**src/bsc_pkg.sv**
```systemverilog
// package: timing constants, crc constants and enums for the bit slot and crc engine
package bsc_pkg;

   // ****************************************************************
   // clock and timing
   // ****************************************************************
   localparam int CLK_MHZ           = 20;
   localparam int RESET_LOW_MIN_US  = 480;
   localparam int RESET_LOW_CNT     = RESET_LOW_MIN_US * CLK_MHZ;
   localparam int POR_LOW_MS        = 5;
   localparam int POR_LOW_CNT       = POR_LOW_MS * 1000 * CLK_MHZ;
   localparam int PRES_WAIT_US      = 30;
   localparam int PRES_WAIT_CNT     = PRES_WAIT_US * CLK_MHZ;
   localparam int PRES_LOW_US       = 120;
   localparam int PRES_LOW_CNT      = PRES_LOW_US * CLK_MHZ;
   localparam int SAMPLE_US         = 30;
   localparam int SAMPLE_CNT        = SAMPLE_US * CLK_MHZ;
   localparam int READ_VALID_US     = 15;
   localparam int READ_HOLD_US      = 30;
   localparam int READ_HOLD_CNT     = READ_HOLD_US * CLK_MHZ;
   localparam int TIMER_W           = 24;

   // ****************************************************************
   // crc
   // ****************************************************************
   localparam logic [7:0]  CRC8_POLY_REV  = 8'h8c;
   localparam logic [15:0] CRC16_POLY_REV = 16'ha001;
   localparam logic [15:0] CRC16_CLEAR    = 16'h0000;
   localparam logic [7:0]  CRC8_CLEAR     = 8'h00;

   // ****************************************************************
   // crc operations requested by the command layer
   // ****************************************************************
   typedef enum logic [2:0] {
      BSC_OP_NONE  = 3'b000,
      BSC_OP_CLEAR = 3'b001,
      BSC_OP_SHIFT = 3'b010,
      BSC_OP_LOAD  = 3'b011,
      BSC_OP_CSHFT = 3'b100
   } bsc_op_t;

   // channel access crc insertion choice
   typedef enum logic [1:0] {
      BSC_INS_NONE = 2'b00,
      BSC_INS_1    = 2'b01,
      BSC_INS_8    = 2'b10,
      BSC_INS_32   = 2'b11
   } bsc_ins_t;

   typedef enum logic [2:0] {
      BSC_IDLE    = 3'b000,
      BSC_RST_LOW = 3'b001,
      BSC_PWAIT   = 3'b010,
      BSC_PRES    = 3'b011,
      BSC_SLOT    = 3'b100,
      BSC_PROG    = 3'b101
   } bsc_state_t;

endpackage

```
**src/bsc_buf2.sv**
```systemverilog
// two-entry valid/ready buffer for received bytes
`timescale 1ns/1ps
module bsc_buf2 (
   input  wire logic       ref_clk_i,
   input  wire logic       reset_i,
   input  wire logic [7:0] in_data_i,
   input  wire logic       in_valid_i,
   output logic            in_ready_o,
   output logic [7:0]      out_data_o,
   output logic            out_valid_o,
   input  wire logic       out_ready_i
);
   logic [7:0] mem [2];
   logic       wr_ptr;
   logic       rd_ptr;
   logic [1:0] count;
   logic       push;
   logic       pop;

   assign push        = in_valid_i && (count != 2'h2);
   assign pop         = out_valid_o && out_ready_i;
   assign in_ready_o  = (count != 2'h2);
   assign out_valid_o = (count != 2'h0);
   assign out_data_o  = mem[rd_ptr];

   always_ff @(posedge ref_clk_i or posedge reset_i) begin
      if (reset_i) begin
         wr_ptr <= 1'b0;
         rd_ptr <= 1'b0;
         count  <= 2'h0;
      end else begin
         if (push) begin
            wr_ptr <= ~wr_ptr;
         end
         if (pop) begin
            rd_ptr <= ~rd_ptr;
         end
         count <= count + {1'b0, push} - {1'b0, pop};
      end
   end

   always_ff @(posedge ref_clk_i) begin
      if (push) begin
         mem[wr_ptr] <= in_data_i;
      end
   end
endmodule

```
**src/bsc_engine.sv**
```systemverilog
// bit slot timing, reset/presence, program pulse detect and crc8/crc16 engines
// How it works
// - presence after 15-60us wait, 60-240us long
// - reset low over 5ms causes power-on reset
// - falling edge starts the slot delay timer
// - write slot sampled at fixed timer point
// - read zero held low, read one released
// - program pulse copies scratchpad into eprom byte
// - crc8 x8+x5+x4+1 over first 56 id bits
// - crc16 x16+x15+x2+1 sent complemented
// - memory read: clear, command, address, all bytes
// - status read: same seeding, crc after page
// - extended read first pass covers cmd, addr, redirect
// - later extended passes cover redirect byte only
// - page end crc covers only page data
// - first write byte crc: cmd, address, data
// - later write bytes load address then shift
// - channel crc insertion: none, 1, 8, 32
// - first channel crc: cmd, controls, info, data
// - later channel crcs cover only new block
// - crc mismatch never blocks a command
`timescale 1ns/1ps
module bsc_engine
   import bsc_pkg::*;
#(
   parameter int RESET_LOW_CYC = RESET_LOW_CNT,
   parameter int POR_LOW_CYC   = POR_LOW_CNT
) (
   input  wire logic            ref_clk_i,
   input  wire logic            reset_i,
   input  wire logic            line_i,
   output logic                 line_o,
   output logic                 line_oe_n_o,
   input  wire logic            prog_pulse_i,
   input  wire logic            tx_bit_i,
   input  wire logic            tx_mode_i,
   output logic                 tx_bit_ack_o,
   output logic [7:0]           rx_data_o,
   output logic                 rx_valid_o,
   input  wire logic            rx_ready_i,
   output logic                 rx_stall_o,
   output logic                 bus_reset_o,
   output logic                 power_on_reset_o,
   output logic                 prog_strobe_o,
   input  wire bsc_pkg::bsc_op_t crc_op_i,
   input  wire logic [7:0]      crc_byte_i,
   input  wire logic [15:0]     crc_load_i,
   input  wire logic            crc8_clear_i,
   input  wire logic            crc8_shift_i,
   input  wire bsc_pkg::bsc_ins_t ins_mode_i,
   input  wire logic            ins_block_start_i,
   input  wire logic            ins_data_byte_i,
   output logic                 crc_due_o,
   output logic [15:0]          crc16_o,
   output logic [15:0]          crc16_tx_o,
   output logic [7:0]           crc8_o
);

   // ****************************************************************
   // crc helpers
   // ****************************************************************
   // lsb first on the line, so the reflected polynomials are used
   function automatic logic [15:0] crc16_byte(input logic [15:0] c, input logic [7:0] d);
      logic [15:0] r;
      r = c;
      for (int i = 0; i < 8; i++) begin
         r = (r[0] ^ d[i]) ? ((r >> 1) ^ CRC16_POLY_REV) : (r >> 1);
      end
      return r;
   endfunction

   function automatic logic [7:0] crc8_byte(input logic [7:0] c, input logic [7:0] d);
      logic [7:0] r;
      r = c;
      for (int i = 0; i < 8; i++) begin
         r = (r[0] ^ d[i]) ? ((r >> 1) ^ CRC8_POLY_REV) : (r >> 1);
      end
      return r;
   endfunction

   // ****************************************************************
   // line edge detection
   // ****************************************************************
   logic       line_q;
   logic       fall;
   logic       rise;
   bsc_state_t state;
   logic [TIMER_W-1:0] timer;
   logic       drive_low;
   logic [2:0] bit_idx;
   logic [7:0] shreg;
   logic       byte_done;
   logic       buf_ready;
   logic [7:0] buf_data;
   logic       buf_valid;
   logic       prog_q;

   assign fall = line_q && !line_i;
   assign rise = !line_q && line_i;

   always_ff @(posedge ref_clk_i or posedge reset_i) begin
      if (reset_i) begin
         line_q <= 1'b1;
         prog_q <= 1'b0;
      end else begin
         line_q <= line_i;
         prog_q <= prog_pulse_i;
      end
   end

   // ****************************************************************
   // slot, reset and presence sequencing
   // ****************************************************************
   always_ff @(posedge ref_clk_i or posedge reset_i) begin
      if (reset_i) begin
         state <= BSC_IDLE;
         timer <= '0;
      end else begin
         unique case (state)
            BSC_IDLE: begin
               if (prog_pulse_i && !prog_q) begin
                  state <= BSC_PROG;
               end else if (fall) begin
                  state <= BSC_SLOT;
                  timer <= '0;
               end
            end
            BSC_SLOT: begin
               timer <= timer + 1'b1;
               if (line_i && timer > TIMER_W'(READ_HOLD_CNT)) begin
                  state <= BSC_IDLE;
               // timer reads two behind the low-sample count: fall is seen one late
               end else if (!line_i && timer >= TIMER_W'(RESET_LOW_CYC - 2)) begin
                  state <= BSC_RST_LOW;
               end
            end
            BSC_RST_LOW: begin
               timer <= timer + 1'b1;
               if (rise) begin
                  state <= BSC_PWAIT;
                  timer <= '0;
               end
            end
            BSC_PWAIT: begin
               timer <= timer + 1'b1;
               if (timer == TIMER_W'(PRES_WAIT_CNT - 1)) begin
                  state <= BSC_PRES;
                  timer <= '0;
               end
            end
            BSC_PRES: begin
               timer <= timer + 1'b1;
               if (timer == TIMER_W'(PRES_LOW_CNT - 1)) begin
                  state <= BSC_IDLE;
                  timer <= '0;
               end
            end
            BSC_PROG: begin
               if (!prog_pulse_i) begin
                  state <= BSC_IDLE;
               end
            end
            default: begin
               state <= BSC_IDLE;
            end
         endcase
      end
   end

   // ****************************************************************
   // power-on reset on an over-long low
   // ****************************************************************
   always_ff @(posedge ref_clk_i or posedge reset_i) begin
      if (reset_i) begin
         power_on_reset_o <= 1'b0;
         bus_reset_o      <= 1'b0;
      end else begin
         power_on_reset_o <= (state == BSC_RST_LOW) && !line_i
                             && (timer == TIMER_W'(POR_LOW_CYC - 2));
         bus_reset_o      <= (state == BSC_RST_LOW) && rise;
      end
   end

   // ****************************************************************
   // bit transfer and line drive
   // ****************************************************************
   // a read zero is released well before the slot ends so recovery stays possible
   always_comb begin
      drive_low = 1'b0;
      if (state == BSC_PRES) begin
         drive_low = 1'b1;
      end else if (state == BSC_SLOT && tx_mode_i && !tx_bit_i
                   && timer < TIMER_W'(READ_HOLD_CNT)) begin
         drive_low = 1'b1;
      end
   end

   always_ff @(posedge ref_clk_i or posedge reset_i) begin
      if (reset_i) begin
         line_o      <= 1'b0;
         line_oe_n_o <= 1'b1;
      end else begin
         line_o      <= 1'b0;
         line_oe_n_o <= !drive_low;
      end
   end

   always_ff @(posedge ref_clk_i or posedge reset_i) begin
      if (reset_i) begin
         bit_idx      <= 3'h0;
         shreg        <= 8'h00;
         byte_done    <= 1'b0;
         tx_bit_ack_o <= 1'b0;
      end else begin
         byte_done    <= 1'b0;
         tx_bit_ack_o <= 1'b0;
         if (bus_reset_o) begin
            bit_idx <= 3'h0;
         end else if (state == BSC_SLOT && timer == TIMER_W'(SAMPLE_CNT)) begin
            if (tx_mode_i) begin
               tx_bit_ack_o <= 1'b1;
            end else begin
               shreg   <= {line_i, shreg[7:1]};
               bit_idx <= bit_idx + 3'h1;
               if (bit_idx == 3'h7) begin
                  byte_done <= 1'b1;
               end
            end
         end
      end
   end

   bsc_buf2 u_buf (
      .ref_clk_i  (ref_clk_i),
      .reset_i    (reset_i),
      .in_data_i  (shreg),
      .in_valid_i (byte_done),
      .in_ready_o (buf_ready),
      .out_data_o (buf_data),
      .out_valid_o(buf_valid),
      .out_ready_i(rx_ready_i && !rx_valid_o)
   );

   always_ff @(posedge ref_clk_i or posedge reset_i) begin
      if (reset_i) begin
         rx_valid_o <= 1'b0;
         rx_data_o  <= 8'h00;
         rx_stall_o <= 1'b0;
      end else begin
         rx_stall_o <= !buf_ready;
         if (rx_valid_o) begin
            rx_valid_o <= 1'b0;
         end else if (buf_valid && rx_ready_i) begin
            rx_valid_o <= 1'b1;
            rx_data_o  <= buf_data;
         end
      end
   end

   // ****************************************************************
   // program pulse
   // ****************************************************************
   always_ff @(posedge ref_clk_i or posedge reset_i) begin
      if (reset_i) begin
         prog_strobe_o <= 1'b0;
      end else begin
         prog_strobe_o <= (state == BSC_PROG) && !prog_pulse_i;
      end
   end

   // ****************************************************************
   // crc generators
   // ****************************************************************
   // no compare here: mismatches never stall the command flow
   always_ff @(posedge ref_clk_i or posedge reset_i) begin
      if (reset_i) begin
         crc16_o <= CRC16_CLEAR;
      end else begin
         unique case (crc_op_i)
            BSC_OP_CLEAR: crc16_o <= CRC16_CLEAR;
            BSC_OP_SHIFT: crc16_o <= crc16_byte(crc16_o, crc_byte_i);
            BSC_OP_LOAD:  crc16_o <= crc_load_i;
            BSC_OP_CSHFT: crc16_o <= crc16_byte(CRC16_CLEAR, crc_byte_i);
            default:      crc16_o <= crc16_o;
         endcase
      end
   end

   always_ff @(posedge ref_clk_i or posedge reset_i) begin
      if (reset_i) begin
         crc16_tx_o <= ~CRC16_CLEAR;
      end else begin
         crc16_tx_o <= ~crc16_o;
      end
   end

   always_ff @(posedge ref_clk_i or posedge reset_i) begin
      if (reset_i) begin
         crc8_o <= CRC8_CLEAR;
      end else if (crc8_clear_i) begin
         crc8_o <= CRC8_CLEAR;
      end else if (crc8_shift_i) begin
         crc8_o <= crc8_byte(crc8_o, crc_byte_i);
      end
   end

   // ****************************************************************
   // channel access crc insertion
   // ****************************************************************
   logic [5:0] ins_cnt;

   always_ff @(posedge ref_clk_i or posedge reset_i) begin
      if (reset_i) begin
         ins_cnt   <= 6'h00;
         crc_due_o <= 1'b0;
      end else begin
         crc_due_o <= 1'b0;
         if (ins_block_start_i) begin
            ins_cnt <= 6'h00;
         end else if (ins_data_byte_i) begin
            unique case (ins_mode_i)
               BSC_INS_NONE: ins_cnt <= 6'h00;
               BSC_INS_1: begin
                  crc_due_o <= 1'b1;
               end
               BSC_INS_8: begin
                  crc_due_o <= (ins_cnt == 6'h07);
                  ins_cnt   <= (ins_cnt == 6'h07) ? 6'h00 : ins_cnt + 6'h01;
               end
               BSC_INS_32: begin
                  crc_due_o <= (ins_cnt == 6'h1f);
                  ins_cnt   <= (ins_cnt == 6'h1f) ? 6'h00 : ins_cnt + 6'h01;
               end
            endcase
         end
      end
   end

endmodule

```
**config.mk**
```make
export PLATFORM = sky130hd
export DESIGN_NAME = bsc_engine
export DESIGN_NICKNAME = d
export VERILOG_FILES = /design/src/bsc_pkg.sv /design/src/bsc_buf2.sv /design/src/bsc_engine.sv
export SDC_FILE = /design/constraint.sdc
export NUM_CORES = 1
export LEC_CHECK = 0
export ABC_AREA = 1
export BUFFER_PORTS_ARGS = -buffer_cell sky130_fd_sc_hd__buf_4
export CORE_ASPECT_RATIO = 0.75
export CORE_UTILIZATION = 55
export DETAILED_ROUTE_END_ITERATION = 6
export PLACE_DENSITY = 0.78
export SYNTH_ARGS = -nofsm -noshare
export SYNTH_HDL_FRONTEND = slang
export SYNTH_SLANG_ARGS = --single-unit
```
**constraint.sdc**
```tcl
create_clock -name ref_clk_i -period 5.42 [get_ports ref_clk_i]
set_input_delay 1.084 -clock ref_clk_i [delete_from_list [all_inputs] [get_ports ref_clk_i]]
set_output_delay 1.084 -clock ref_clk_i [all_outputs]
set_load 0.01 [all_outputs]
```
## After elaboration in Yosys (flattened, before gate mapping)

Memory sizes are Yosys's and may differ from the RTL's. A register that Yosys moved wholly into a read port is not among the register bits.
Index checks and enable logic that the tools add are counted.

| storage, ports and cells | value |
|---|---|
| register bits | 99 |
| output and inout bits | 57 |
| memory bits (read-only) | 0 |
| memories | 1 |
| bits of input ports | 40 |
| memory bits (writable) | 16 |
| word-level logic and storage cells | 218 |
| latch bits | 0 |

Memory list:

| name | depth | width | rd ports | clocked after memory_dff | wr ports | RTL line | text |
|---|---|---|---|---|---|---|---|
| u_buf.mem | 2 | 8 | 1 | 1 | 1 | bsc_buf2.sv:13 | `logic [7:0] mem [2];` |

| operators by class | value |
|---|---|
| shift-type cells | 0 |
| reduce and logical (&&, ||, !) cells | 40 |
| $lt $le $gt $ge | 3 |
| equality and inequality tests | 29 |
| multiply operators | 0 |
| $add $sub $neg | 5 |
| bitwise logic cells | 52 |
| muxes and demuxes | 66 |
| divide/modulo/power cells | 0 |

Operators with widths:

| cell | count |
|---|---|
| 2-to-1 mux 16 bit | 16 |
| 2-to-1 mux 24 bit | 5 |
| one-hot mux 24 bit (5 select lines) | 1 |
| 2-to-1 mux 8 bit | 10 |
| NOT 2 -> 3 bit | 23 |
| one-hot mux 16 bit (4 select lines) | 1 |
| equality test 24 x 10 -> 1 bit (second input constant) | 2 |
| 2-to-1 mux 3 bit | 11 |
| adder 24 x 1 -> 24 bit (second input constant) | 1 |
| equality test 24 x 12 -> 1 bit (second input constant) | 1 |
| equality test 24 x 17 -> 1 bit (second input constant) | 1 |
| >= comparator 24 x 14 -> 1 bit (second input constant) | 1 |
| greater-than comparator 24 x 10 -> 1 bit (second input constant) | 1 |
| < comparator 24 x 10 -> 1 bit (second input constant) | 1 |
| 2-to-1 mux 6 bit | 4 |
| XOR 1 bit | 23 |
| one-hot mux 3 bit (6 select lines) | 1 |
| one-hot mux 6 bit (3 select lines) | 1 |
| logical AND 1 bit | 17 |
| NOT 16 bit | 1 |
| 2-to-1 mux 1 bit | 15 |
| inequality test 2 bit (second input constant) | 7 |
| equality test 3 x 2 -> 1 bit (second input constant) | 4 |
| equality test 3 bit (second input constant) | 4 |
| 22 further kinds | 43 |

## Depth between registers and ports, before layout

Gate-level depths: netlist of run 1.

| depth | value |
|---|---|
| depth after elaboration | 18 |
| gate-level depth with buffers | 17 |
| mapped depth without buffers | 17 |

## Cells and area by module

A second synthesis of run 1 with hierarchy kept.

| second synthesis, totals | value |
|---|---|
| cells, all modules | 737 |
| area, all modules | 6,495.0 µm² |

By module, submodules not included:

| module | sequential area each (µm²) | instances | area each (µm²) | cells an instance |
|---|---|---|---|---|
| bsc_engine | 2,600.0 | 1 | 5,662.9 | 663 |
| bsc_buf2 | 580.6 | 1 | 832.0 | 74 |

## Worst setup path after synthesis of run 1

No wires, ideal clock.

| path | value |
|---|---|
| path type | input to register |
| from | input port crc_byte_i[2] |
| to | register crc16_o[0] |
| setup time | 0.124 ns |
| slack | 2.810 ns |
| data arrival time | 2.486 ns |
| stages on the path | 15 |
| path through | buf_2 xnor2_1 inv_2 nand3_1 nand3_1 nand3_2 nand2_1 nand2_1 nand2_2 nand2_1 nand3_2 nand2_2 nand2_1 nand3_1 nand3_1 |

| on the way | value |
|---|---|
| word-level cells in the longest chain between the ends | 13 |

Ends and longest elaborated chain:

| element | RTL line | text |
|---|---|---|
| from (decl) | bsc_engine.sv:46 | `input wire logic [7:0] crc_byte_i,` |
| XOR 1 bit | bsc_engine.sv:67 | `r = (r[0] ^ d[i]) ? ((r >> 1) ^ CRC16_POLY_REV) : (r >> 1);` |
| 2-to-1 mux 16 bit | bsc_engine.sv:67 |  |
| XOR 1 bit | bsc_engine.sv:67 |  |
| 2-to-1 mux 16 bit | bsc_engine.sv:67 |  |
| XOR 1 bit | bsc_engine.sv:67 |  |
| 2-to-1 mux 16 bit | bsc_engine.sv:67 |  |
| XOR 1 bit | bsc_engine.sv:67 |  |
| 2-to-1 mux 16 bit | bsc_engine.sv:67 |  |
| XOR 1 bit | bsc_engine.sv:67 |  |
| 2-to-1 mux 16 bit | bsc_engine.sv:67 |  |
| XOR 1 bit | bsc_engine.sv:67 |  |
| 2-to-1 mux 16 bit | bsc_engine.sv:67 |  |
| one-hot mux 16 bit (4 select lines) * | bsc_engine.sv:279 | `unique case (crc_op_i)` |
| to (signal assigned) | bsc_engine.sv:281 | `BSC_OP_SHIFT: crc16_o <= crc16_byte(crc16_o, crc_byte_i);` |
| to (signal assigned) | bsc_engine.sv:282 | `BSC_OP_LOAD: crc16_o <= crc_load_i;` |
| to (signal assigned) | bsc_engine.sv:283 | `BSC_OP_CSHFT: crc16_o <= crc16_byte(CRC16_CLEAR, crc_byte_i);` |
| to (decl) | bsc_engine.sv:54 | `output logic [15:0] crc16_o,` |

Every way passes the cells marked *; elsewhere a longest branch is shown, timed or not.
A chain may end at the register's enable or synchronous reset.

## Worst setup path in the final report of run 1

| path | value |
|---|---|
| from | input port crc_byte_i[2] |
| to | register crc16_o[15] |

Same word-level chain as after synthesis.

==> results, run 1 <==
- The run finished with clean final reports.
- The post-CTS setup buffer count is 0.
- The largest voltage drop on the vdd net is 0.000267 V.
- After the last flow step, the layout net total stands at between 800 and 900.
- The final number of hold-violating endpoints was 0.
- The maximum number of pins on one net before global-route repair is between 50 and 60.
- The number of buffers between clock root and the deepest sink is 2.
- With fillers left out, the area of the finished cells amounts to roughly 8000 um2.
- Along the worst hold path, the cell count comes to 1.
- The leakage power summed over all cells is around 3.7 nW.
- The global-route wire length before repair is around 25 mm.
- The maximum achievable frequency is about 0.39 GHz.
- The power per unit of standard cell area is 408 nW/um2.
- Among all flip-flop cells after synthesis, the most frequent one is dfrtp_1.
- The worst-case reg-to-reg path depth is 14.
- The path type of the worst setup path is primary input to register.
- The count of buffers added on input and output ports is 95.
- In this run, the clock network consumes a little over a third of the power.
- After synthesis the cells add up to between 6000 and 7000 um2.
- Together, buffers and inverters on the worst path number 1.
- The buffer cell driving the clock tree root is clkbuf_16.
- The critical path goes through buf_4 -> xnor2_1 -> nand3_2 -> nand3_1 -> nand3_2 -> nand2_1 -> nand2_1 -> nand2_2 -> nand2_1 -> nand3_2 -> nand2_2 -> nand2_1 -> o2111ai_1.
- For this run, the slowest stage of the critical path takes 370 ps.
- The post-CTS resize count is 0.
- The critical path launch point type is a primary input.
- The first routing iteration left approximately 500 violations.
- The total I/O pin count is 97.
- The synthesized instance count is 710.
- For this configuration, the core starts out at a cell density of between 50% and 60%.
- Summed over all failing endpoints, the final setup total negative slack is 0 ps.
- For the worst setup path, the data required time is around 5700 ps.
- The placed instances occupy a cell area of ~7000 um2.
- The peak fanout along the critical path is 7.
- The count of antenna diodes in the layout is 0.
- The area growth from synthesis to layout is 23.0%.
- The total of endpoints with negative setup slack in the final report is 0.
- Across all hold checks on the routed design, the worst slack comes to ~460 ps.
- The proportion of power drawn by flip-flops and latches is between 30% and 40%.
- The die extent in y is roughly 95 um.
- The placement row count is 33.
- The family with the most delay on the worst path is simple AND/OR/NAND/NOR gates.
- In this run, placement finished with an instance count of 937.
- Net switching is between 30% and 40% of the power.
- The number of antenna violations at the first check in global routing is 0.
- The global placement routability congestion is between 0.9 and 1.
- The tool flagged a number of max-cap violations equal to 0.
- The clock drives between 100 and 150 sinks.
- The utilization after layout is 70.6%.
- The worst hold path belongs to the class register to register.
- The DRC violations left is 0.
- The cell with the largest stage delay on the worst path is xnor2_1.
- The insertion delay of the later-clocked pin in the worst-skew pair is just over 400 ps.
- The worst clock skew on the final layout is 8.97 ps.
- In this run the number of H-tree levels came out at 4.
- The critical path depth is 13.
- After clock tree synthesis, the clock-pin slew on the worst setup and hold paths is 60 ps.
- Detailed routing inserted a total of between 5000 and 6000 vias.
- The number of global-route vias before repair came to slightly above 5000.
- A synthesized cell averages ~9 um2.
- For this run, asynchronously set or reset flops after synthesis account for 87.0%.
- Hold repair after CTS inserted 0 buffers.
- In this run the power spent charging and discharging nets is ~1 mW.
- The aggregate global-route resource usage is 26.7%.
- After detailed routing, the average wire length per cell comes to ~16 um.
- The most prevalent standard cell on the critical path is nand2_1.
- The total count of max-transition violations in the final report came to 0.
- The count of cell types in the netlist is 53.
- The Yosys step of the flow raised 0 warnings.
- The die is between 100 and 150 um wide.
- The final worst-path setup slack is between 2000 and 3000 ps.
- Data on the critical path arrives at its endpoint at 2830 ps.
- The number of synthesized flops with an enable pin is 16.
- The final layout contains routed wiring with a total length of 15.2 mm.
- The relative max-transition margin is between 20% and 30%.
- The filler-free cell count of the finished design is roughly 970.
- The share of synthesized area occupied by flip-flops and latches is about 50%.
- After layout, the minimum clock period comes to roughly 2600 ps.
- The post-layout total power is approximately 3.2 mW.
- Clock tree synthesis inserted a total of 17 buffers.
- Prior to clock tree synthesis, the placed netlist has a worst setup slack of 2560 ps.
- The residual antenna-violating net count after detailed routing is 0.
- The mean number of vias per cell is 5.56.
- For the pin with the worst max-slew slack, the measured transition is approximately 1200 ps.
- The die covers roughly 12000 um2.
- The total area inside the core boundary comes to between 10000 and 15000 um2.
- In this run, the combinational gates consume between 20% and 30% of the power.
- Of the cells placed in the final design, the portion with a size suffix greater than 1 is between 20% and 30%.
- Of the available clock period, the critical path in the final layout requires 47.3%.
- The first detailed-routing pass took 6 iterations.
- The worst setup path is captured at a register.
- When the netlist entered floorplanning its net count stood at approximately 760.
- The clock tree from TritonCTS is yes.
- The estimated wirelength of the detail-placed design is around 11 mm.
- Setup repair after global routing left no endpoint under its margin.
- The global route total overflow is 0.
- The internal portion of total power is about 2.2 mW.
- After synthesis the netlist holds a flip-flop and latch count of between 100 and 150.
[cells by family after synthesis]
| logic type | count (synthesis) | share of synthesized area (%) |
|---|---|---|
| AND/OR/NAND/NOR | 320 | 23.6 |
| other | 1 | 0.0590 |
| AO/OA/AOI/OAI | 87 | 9.24 |
| multiplexers | 8 | 1.40 |
| XOR/XNOR | 44 | 6.90 |
| buffers and inverters | 120 | 7.31 |
| adder cells (fa/ha/maj) | 7 | 1.38 |
| flip-flops | 123 | 50.1 |
[layer usage]
layer | global-route usage, % | vias to the layer above | share of wire (%) | wire length [um]
li1 | - | 2559 | - | -
met1 | 36.9 | 2545 | 45 | 6930
met2 | 41.5 | 247 | 46 | 7030
met3 | 5.95 | 33 | 6.7 | 1020
met4 | 9.94 | 0 | 1.7 | 263
met5 | 0 | - | 0 | 0
[cells in the mapped netlist, types with 4 or more instances]
cell type | instances | area, um2
inv_2 | 15 | 56.3
nand3_1 | 43 | 215
edfxtp_1 | 16 | 480
o21ai_1 | 4 | 20.0
nand2_1 | 138 | 518
nor2_1 | 57 | 214
nand2_2 | 10 | 62.6
o211ai_1 | 13 | 97.6
buf_2 | 5 | 25.0
or2_2 | 4 | 25.0
a21oi_1 | 9 | 45.0
xnor2_2 | 4 | 65.1
nand4_1 | 8 | 50.1
nand3_2 | 6 | 60.1
a31oi_1 | 11 | 68.8
a211oi_1 | 5 | 37.5
inv_1 | 94 | 353
ha_1 | 7 | 87.6
nor3_1 | 26 | 130
dfstp_2 | 18 | 473
a22oi_1 | 5 | 37.5
xor2_1 | 22 | 193
nor2_2 | 4 | 25.0
o21ai_0 | 16 | 80.1
nor3_2 | 6 | 60.1
nor4_1 | 10 | 62.6
dfrtp_1 | 89 | 2230
o2111ai_1 | 4 | 35.0
mux2_1 | 6 | 67.6
xnor2_1 | 15 | 131
[power by group through the flow]
| stage | logic [mW] | clock network, mW | registers (mW) |
|---|---|---|---|
| floorplan | 0.521 | 0 | 1.21 |
| global placement | 0.832 | 0 | 1.18 |
| detailed placement | 0.858 | 0 | 1.18 |
| CTS | 0.866 | 1.16 | 1.17 |
| global route | 0.946 | 1.20 | 1.18 |
| finish | 0.867 | 1.15 | 1.17 |
[registers in the layout, indices dropped and copies added (netlist names), 6 cells and up]
signal      count
crc16_o        16
shreg           8
ins_cnt         6
crc8_o          8
crc16_tx_o     16
timer          24
u_buf.mem      16
rx_data_o       8
[final timing paths]
check                              start              to  slack, ps
max reg2reg                     timer[1]       timer[17]       2930
min in group asynchronous        reset_i        timer[0]        800
max                        crc_byte_i[2]     crc16_o[15]       2860
min                          crc16_o[12]  crc16_tx_o[12]        460
min reg2reg                  crc16_o[12]  crc16_tx_o[12]        460
max in group asynchronous        reset_i      ins_cnt[5]       3490
[final cells by class]
class | count | area [um2]
well taps | 140 | 175
clock buffers | 19 | 433
fillers | 819 | 3260
multi-input cells | 467 | 2710
clock inverters | 13 | 168
repair buffers | 98 | 736
inverters | 109 | 412
flip-flops and latches | 123 | 3180
[cell usage in the layout (no fill, tap or decap), drive strengths merged, types with 7 or more instances in the layout]
master	n
dfstp	18
nand4	8
a31oi	11
nor3	32
xor2	25
clkbuf	19
xnor2	19
a21oi	10
edfxtp	16
nand2	149
inv	111
nand3	49
clkinv	7
mux2	7
o21ai	21
nor4	11
ha	7
dfrtp	89
o211ai	13
nor2	64
buf	98
No activity file was read; power rests on OpenSTA's default activity.
==> run 2: changes to the inputs <==
==> constraint.sdc (replaced) <==
create_clock -name ref_clk_i -period 2.6 [get_ports ref_clk_i]
set_input_delay 0.52 -clock ref_clk_i [delete_from_list [all_inputs] [get_ports ref_clk_i]]
set_output_delay 0.52 -clock ref_clk_i [all_outputs]
set_load 0.01 [all_outputs]
==> run 2 against run 1 <==
First-iteration DRC count decreased by 12%; power increased by 110%; critical path depth stayed put; die area is the same; clock-buffer cell count shrank 2; setup slack got worse by 2700 ps; utilization grew 0.47 points; clock skew increased by 2.2 ps; critical endpoint is now timer[22].
==> results, run 2 (same netlist as run 1, synthesis figures left out) <==
- For this run, the post-layout net count is 869.
- In this run the deepest clock path goes through 2 buffers.
- The final number of hold-violating endpoints is 0.
- The synthesis-to-finish area growth is 23.8%.
- The quantity of I/O buffers inserted on ports is 95.
- The number of clock buffers added by TritonCTS is 17.
- The global placement routability congestion is between 0.8 and 0.9.
- The repair_antennas step left the layout with diodes totalling 0.
- Across the routed clock network, the largest skew measured is about 11 ps.
- The insertion delay of the later-clocked pin in the worst-skew pair is around 410 ps.
- The filler-free cell count of the finished design is 975.
- Measured along the y axis, the die boundary spans around 95 um.
- The routed layout has 5399 vias.
- The number of flip-flops under the largest register name is 24.
- The worst register-to-register path ends at timer[22].
- Setup repair after global routing left no endpoint under its margin.
- Timing would allow up to a little over 0.4 GHz.
- The pre-CTS worst setup slack is 177 ps.
- The path type of the worst min-delay path is primary input to asynchronous set/reset pin.
- Across every metal layer, demand over resource in global routing totals 28.0%.
- In the final routed layout, each cell accounts on average for 16.0 um.
- After routing, the total negative slack on setup checks comes to 0 ps.
- The number of antenna violations at the first check in global routing is 0.
- The number of sinks handled by clock tree synthesis is roughly 120.
- The number of placed instances with taps included is ~940.
- The worst path meets setup with around 180 ps of slack.
- Summed over all layers, the routed wires come to 15.6 mm.
- The post-route netlist has between 20% and 30% of its cells at a drive strength greater than 1.
- The transition time at the pin with the least slew margin is approximately 700 ps.
- The run finished with clean final reports.
- After layout, the design draws a total of around 6.6 mW.
- The maximum number of pins on one net before global-route repair is 43.
- At the end of the flow the core is filled with cells to 71.1%.
- The worst setup path is captured at a register.
- In this run the cell area measured after placement is around 7300 um2.
- The number of global-route vias before repair is 5269.
- The path type of the worst setup path is register to register.
- The total I/O pin count is 97.
- The worst register-to-register path has a setup slack of 180 ps.
- The placement row count is 33.
- The floorplan die width is 126 um.
- The post-CTS setup buffer count is 0.
- Headroom to the max-slew limit came out at between 50 and 60%.
- The global-route wire length before repair is about 26 mm.
- Setup violations remaining at the end of the flow were counted as 0.
- The launch instance of the worst register-to-register path is state[1].
- STA classifies the critical path startpoint as a register.
- VDD sags by at most 0.000562 V.
- The required time at the endpoint of the critical path is 2890 ps.
- Clock-pin slew was measured on the worst setup and hold paths at 60 ps.
- The detailed router finished its first iteration with 439 violations.
- After detailed routing, the number of vias per cell comes to 5.54.
- The leakage power summed over all cells is 3.69 nW.
- The critical path starts at state[1].
- For this run, design rule violations remaining after detail routing come to 0.
- The number of gates resized after CTS was 0.
- The total count of max-transition violations in the final report was 0.
- The final cycle utilization of the critical path is 93.0%.
- The power per unit of standard cell area is about 830 nW/um2.
- The residual antenna-violating net count after detailed routing is 0.
- The starting density of the core is a little under three fifths.
- The most critical setup path has its endpoint at timer[22].
- Data on the critical path arrives at its endpoint at 2710 ps.
- The clock tree synthesis step divided the H-tree into 4 levels.
- The number of iterations in the first detailed-routing pass is 5.
- The largest register by flop count is timer.
- The number of buffers inserted for hold repair after clock tree synthesis is 0.
- The summed area of non-filler cells in the final layout is roughly 8000 um2.
- In the layout the commonest cells are nand2_1 (138), buf_4 (102), inv_1 (93), dfrtp_1 (89), nor2_1 (57).
- The minimum period implied by the final worst setup slack is roughly 2400 ps.
- Along the worst path, the maximum fanout reaches 13.
- The clock tree from TritonCTS is yes.
- The estimated wirelength of the detail-placed design is 11.4 mm.
- The overall die area is approximately 12000 um2.
- After global routing the overflow that remains totals 0.
- In this run the standard cell core region covers 11100 um2.
- The max-cap check violation count is 0.
- The most common cell after layout, fill and taps aside is nand2_1.
- The worst-case reg-to-reg path depth is 13.
- Clock tree synthesis selected as its root buffer the cell clkbuf_16.
- The tightest hold margin is about 210 ps.
[run 2: cell types whose count changed in the layout (fill, tap and decap cells not counted), sizes merged]
cell and change:
clkinv -2, bufinv -2, clkinvlp +2, clkbuf -2
buf +6, inv +4
[run 2: worst min-delay path by stage]
stage | startpoint | endpoint | slack (ps) | depth (start not counted)
6_report | reset_i | shreg[1] | 210 | 2
5_1_grt | line_i | line_q | 240 | 1
4_1_cts | reset_i | shreg[1] | 230 | 2
3_5_place_dp | crc16_o[12] | crc16_tx_o[12] | 420 | 1
3_3_place_gp | crc16_o[12] | crc16_tx_o[12] | 420 | 1
2_1_floorplan | u_buf.count[0] | rx_stall_o | 440 | 1
[run 2: metal layers]
metal  track usage (%)  share of wire (%)  up-vias
met1              38.0                 45     2549
met4              13.3                2.1        0
met2              43.8                 46      246
li1                  -                  -     2570
met3              5.67                7.2       34
met5                 0                  0        -
[run 2: critical path, cell delays in order (launching register included)]
cell,delay [ps]
dfrtp_1,450
nor2_1,250
nand2_1,150
nor2_1,200
nor2_1,100
o21ai_2,290
inv_2,180
nand3_1,130
nor3_2,70
nand2_1,100
inv_2,40
nand3_1,90
xor2_1,170
nor2_1,60
[run 2: where the power goes]
part           internal (mW)  switching, mW  total (mW)
sequential              2.23          0.206        2.44
combinational          0.819           1.00        1.82
clock                   1.35          0.944        2.29
[run 2: area by class of cell]
cell class	count	area [um2]
multi-input cells	467	2710
inverters	109	413
flip-flops and latches	123	3180
clock inverters	15	156
repair buffers	104	806
clock buffers	17	425
fillers	820	3200
well taps	140	175
==> run 3: changes to the inputs <==
==> constraint.sdc (replaced) <==
create_clock -name ref_clk_i -period 2.8 [get_ports ref_clk_i]
set_input_delay 0.56 -clock ref_clk_i [delete_from_list [all_inputs] [get_ports ref_clk_i]]
set_output_delay 0.56 -clock ref_clk_i [all_outputs]
set_load 0.01 [all_outputs]
==> run 3 against run 2 <==
Sequential cell count did not move; hold slack improved by 77 ps; utilization fell by 0.34 points; final cell count shrank 0.41%; via count decreased by 2.5%; register-to-register slack gained 310 ps; global-route usage shrank 2.2 points; maximum frequency rose by 4.5%; die area stayed put; largest cell class unchanged; largest power group unchanged.
==> results, run 3 (same netlist as run 1, synthesis figures left out) <==
- The flow ran to the end, and the final reports show no timing, DRC or antenna violations.
- In the routed design, unresolved DRC markers number 0.
- The buffer cell driving the clock tree root is clkbuf_16.
- The placement row count is 33.
- The register with the most flip-flops in the layout has 24 of them.
- The library cell used most frequently in the layout, excluding fill and tap cells, is nand2_1.
- Once routing completed, OpenROAD measured the worst setup slack at a little under 500 ps.
- The post-CTS setup buffer count is 0.
- The required time at the endpoint of the critical path is 3080 ps.
- The residual antenna-violating net count after detailed routing is 0.
- The pre-antenna-repair detailed-routing pass consisted of 5 iterations.
- The analysis attributes to cell leakage a power of 3.67 nW.
- The family with the most delay on the worst path is simple AND/OR/NAND/NOR gates.
- The largest individual stage delay along the critical path comes from the cell dfrtp_1.
- The total I/O pin count is 97.
- The number of antenna violations at the first check in global routing is 0.
- The total buffers and inverters traversed by the critical path is 1.
- Dividing the detail-routed via count by the number of cells gives 5.42.
- At the end of the flow, the number of nets in the layout was 865.
- The total count of max-transition violations in the final report was 0.
- In the layout the commonest cells are nand2_1 (138), buf_4 (99), inv_1 (93), dfrtp_1 (89), nor2_1 (57).
- The setup slack of the worst register-to-register path is between 400 and 500 ps.
- The signal on the critical path passes through inv_2 -> nor2_1 -> nand2_1 -> nor3_1 -> nand3_1 -> nor2_1 -> nand2_1 -> mux2_1.
- The maximum number of pins on one net before global-route repair is 108.
- Gates resized during post-CTS repair numbered 0.
- The number of global-route vias before repair is ~4900.
- The relative max-transition margin is 54.0%.
- The most critical setup path has its startpoint at timer[9].
- After layout, the worst path uses between 80% and 90% of the clock period.
- The die covers between 10000 and 15000 um2.
- The launch instance of the worst register-to-register path is timer[9].
- The aggregate global-route resource usage is approximately 26%.
- The count of antenna diodes in the layout is 0.
- Derived from the worst setup path, the maximum achievable clock frequency is ~0.43 GHz.
- The worst setup path is launched from a register.
- The core outline area is 11100 um2.
- Counting flops per register, the top entry is timer.
- The total via count after detailed routing is roughly 5300.
- The number of levels in the clock H-tree is 4.
- Setup total negative slack on the finished layout was measured at 0 ps.
- The estimated wirelength of the detail-placed design is 10.9 mm.
- Dividing the detail-routed wire length by the instance count gives about 15 um.
- The endpoint of the most critical register-to-register path is shreg[4].
- The nature of the critical path endpoint is a register.
- On the final layout, the worst clock skew is 9.64 ps.
- The final number of hold-violating endpoints is 0.
- Setup violations remaining at the end of the flow were counted as 0.
- Counting along the longest clock path gives a buffer depth of 2.
- The clock tree from TritonCTS is yes.
- The global route total overflow is 0.
- The number of placed instances with taps included is 939.
- The largest voltage drop on the vdd net is about 0.00056 V.
- The initial utilization of the core area, before any placement, comes to a little under three fifths.
- The peak fanout along the critical path is 11.
- In this run, CTS created clock tree buffers numbering 17.
- The worst path in the final design needs a cycle of roughly 2300 ps, including I/O delays and setup.
- The largest stage delay on the critical path is between 400 and 500 ps.
- From left edge to right edge, the die measures 126 um.
- The number of cells on the worst reg-to-reg path is 8.
- Setup repair after global routing left no endpoint under its margin.
- The pre-CTS worst setup slack is roughly 440 ps.
- The tightest min-delay check is of the primary input to register type.
- For hold timing, the worst endpoint is prog_q.
- The die extent in y is 95.1 um.
- Hold timing on the final database bottoms out at a slack of 291 ps.
- The path type of the worst setup path is register to register.
- The clock transition at the register clock pins on the worst setup and hold paths after CTS is roughly 60 ps.
- The clock net in this run drives a total of roughly 120 sinks.
- The worst hold path stage count is 1.
- The filler-free cell count of the finished design is 971.
- Input and output buffers added on the ports amount to 95.
- The clock reaches the later pin of the worst-skew pair after around 400 ps.
- The worst hold path startpoint is prog_pulse_i.
- The final-layout fill cell count is approximately 820.
- Relative to the synthesized area, the layout overhead comes to 23.2%.
- The transition time at the pin with the least slew margin is about 690 ps.
- The first global-routing pass estimated roughly 24 mm of wire.
- In this run, the number of DRC markers left after iteration 0 of detailed routing was approximately 440.
- In this run, post-CTS hold repair placed 0 buffers.
- For the worst setup path, the data arrival time is about 2600 ps.
- The power per unit of standard cell area is approximately 800 nW/um2.
- The share of cells above drive strength 1 is between 20% and 30%.
- At the end of routability-driven placement, the weighted congestion stood at between 1 and 1.5.
- The max-cap check violation count is 0.
- The total wire length is 14.8 mm.
run 3: per-stage QoR:
step | utilization (%) | total power [mW] | instance area (um2)
floorplan | - | 3.35 | 6350
global placement | 65.4 | 3.89 | 7240
detailed placement | 65.4 | 3.94 | 7240
CTS | 70.7 | 6.13 | 7830
global route | 70.7 | 6.41 | 7830
finish | 70.7 | 6.10 | 7830
run 3: where the power goes:
group | switching, mW | internal [mW]
registers | 0.184 | 2.07
logic | 0.913 | 0.755
clock network | 0.846 | 1.33
run 3: layout make-up:
cell class,count,area (um2),area share (%)
multi-input combinational,467,2710,34.6
clock inverter,14,158,2.01
clock buffer,18,429,5.48
inverter,109,413,5.28
sequential,123,3180,40.6
timing repair buffer,100,763,9.75
tap,140,175,2.24
run 3: metal layers:
layer	share of wire [%]	vias up	GRT usage, %
li1	-	2571	-
met5	0	-	0
met4	1.9	0	8.23
met1	47	2459	36.9
met3	6.0	32	5.33
met2	45	202	39.6
run 3: worst max-delay path by stage:
stage / to / cells after the start
after detailed placement: timer[23] / 15
after global routing: timer[17] / 14
after global placement: timer[23] / 15
after CTS: shreg[4] / 9
final: shreg[4] / 8
after floorplan: crc16_o[0] / 15
run 3: worst register-to-register path: stages, from the launching register on:
cell and delay, ps:
dfrtp_1 480, inv_2 70, nor2_1 160, nand2_1 110
nor3_1 280, nand3_1 140, nor2_1 230, nand2_1 310
mux2_1 410
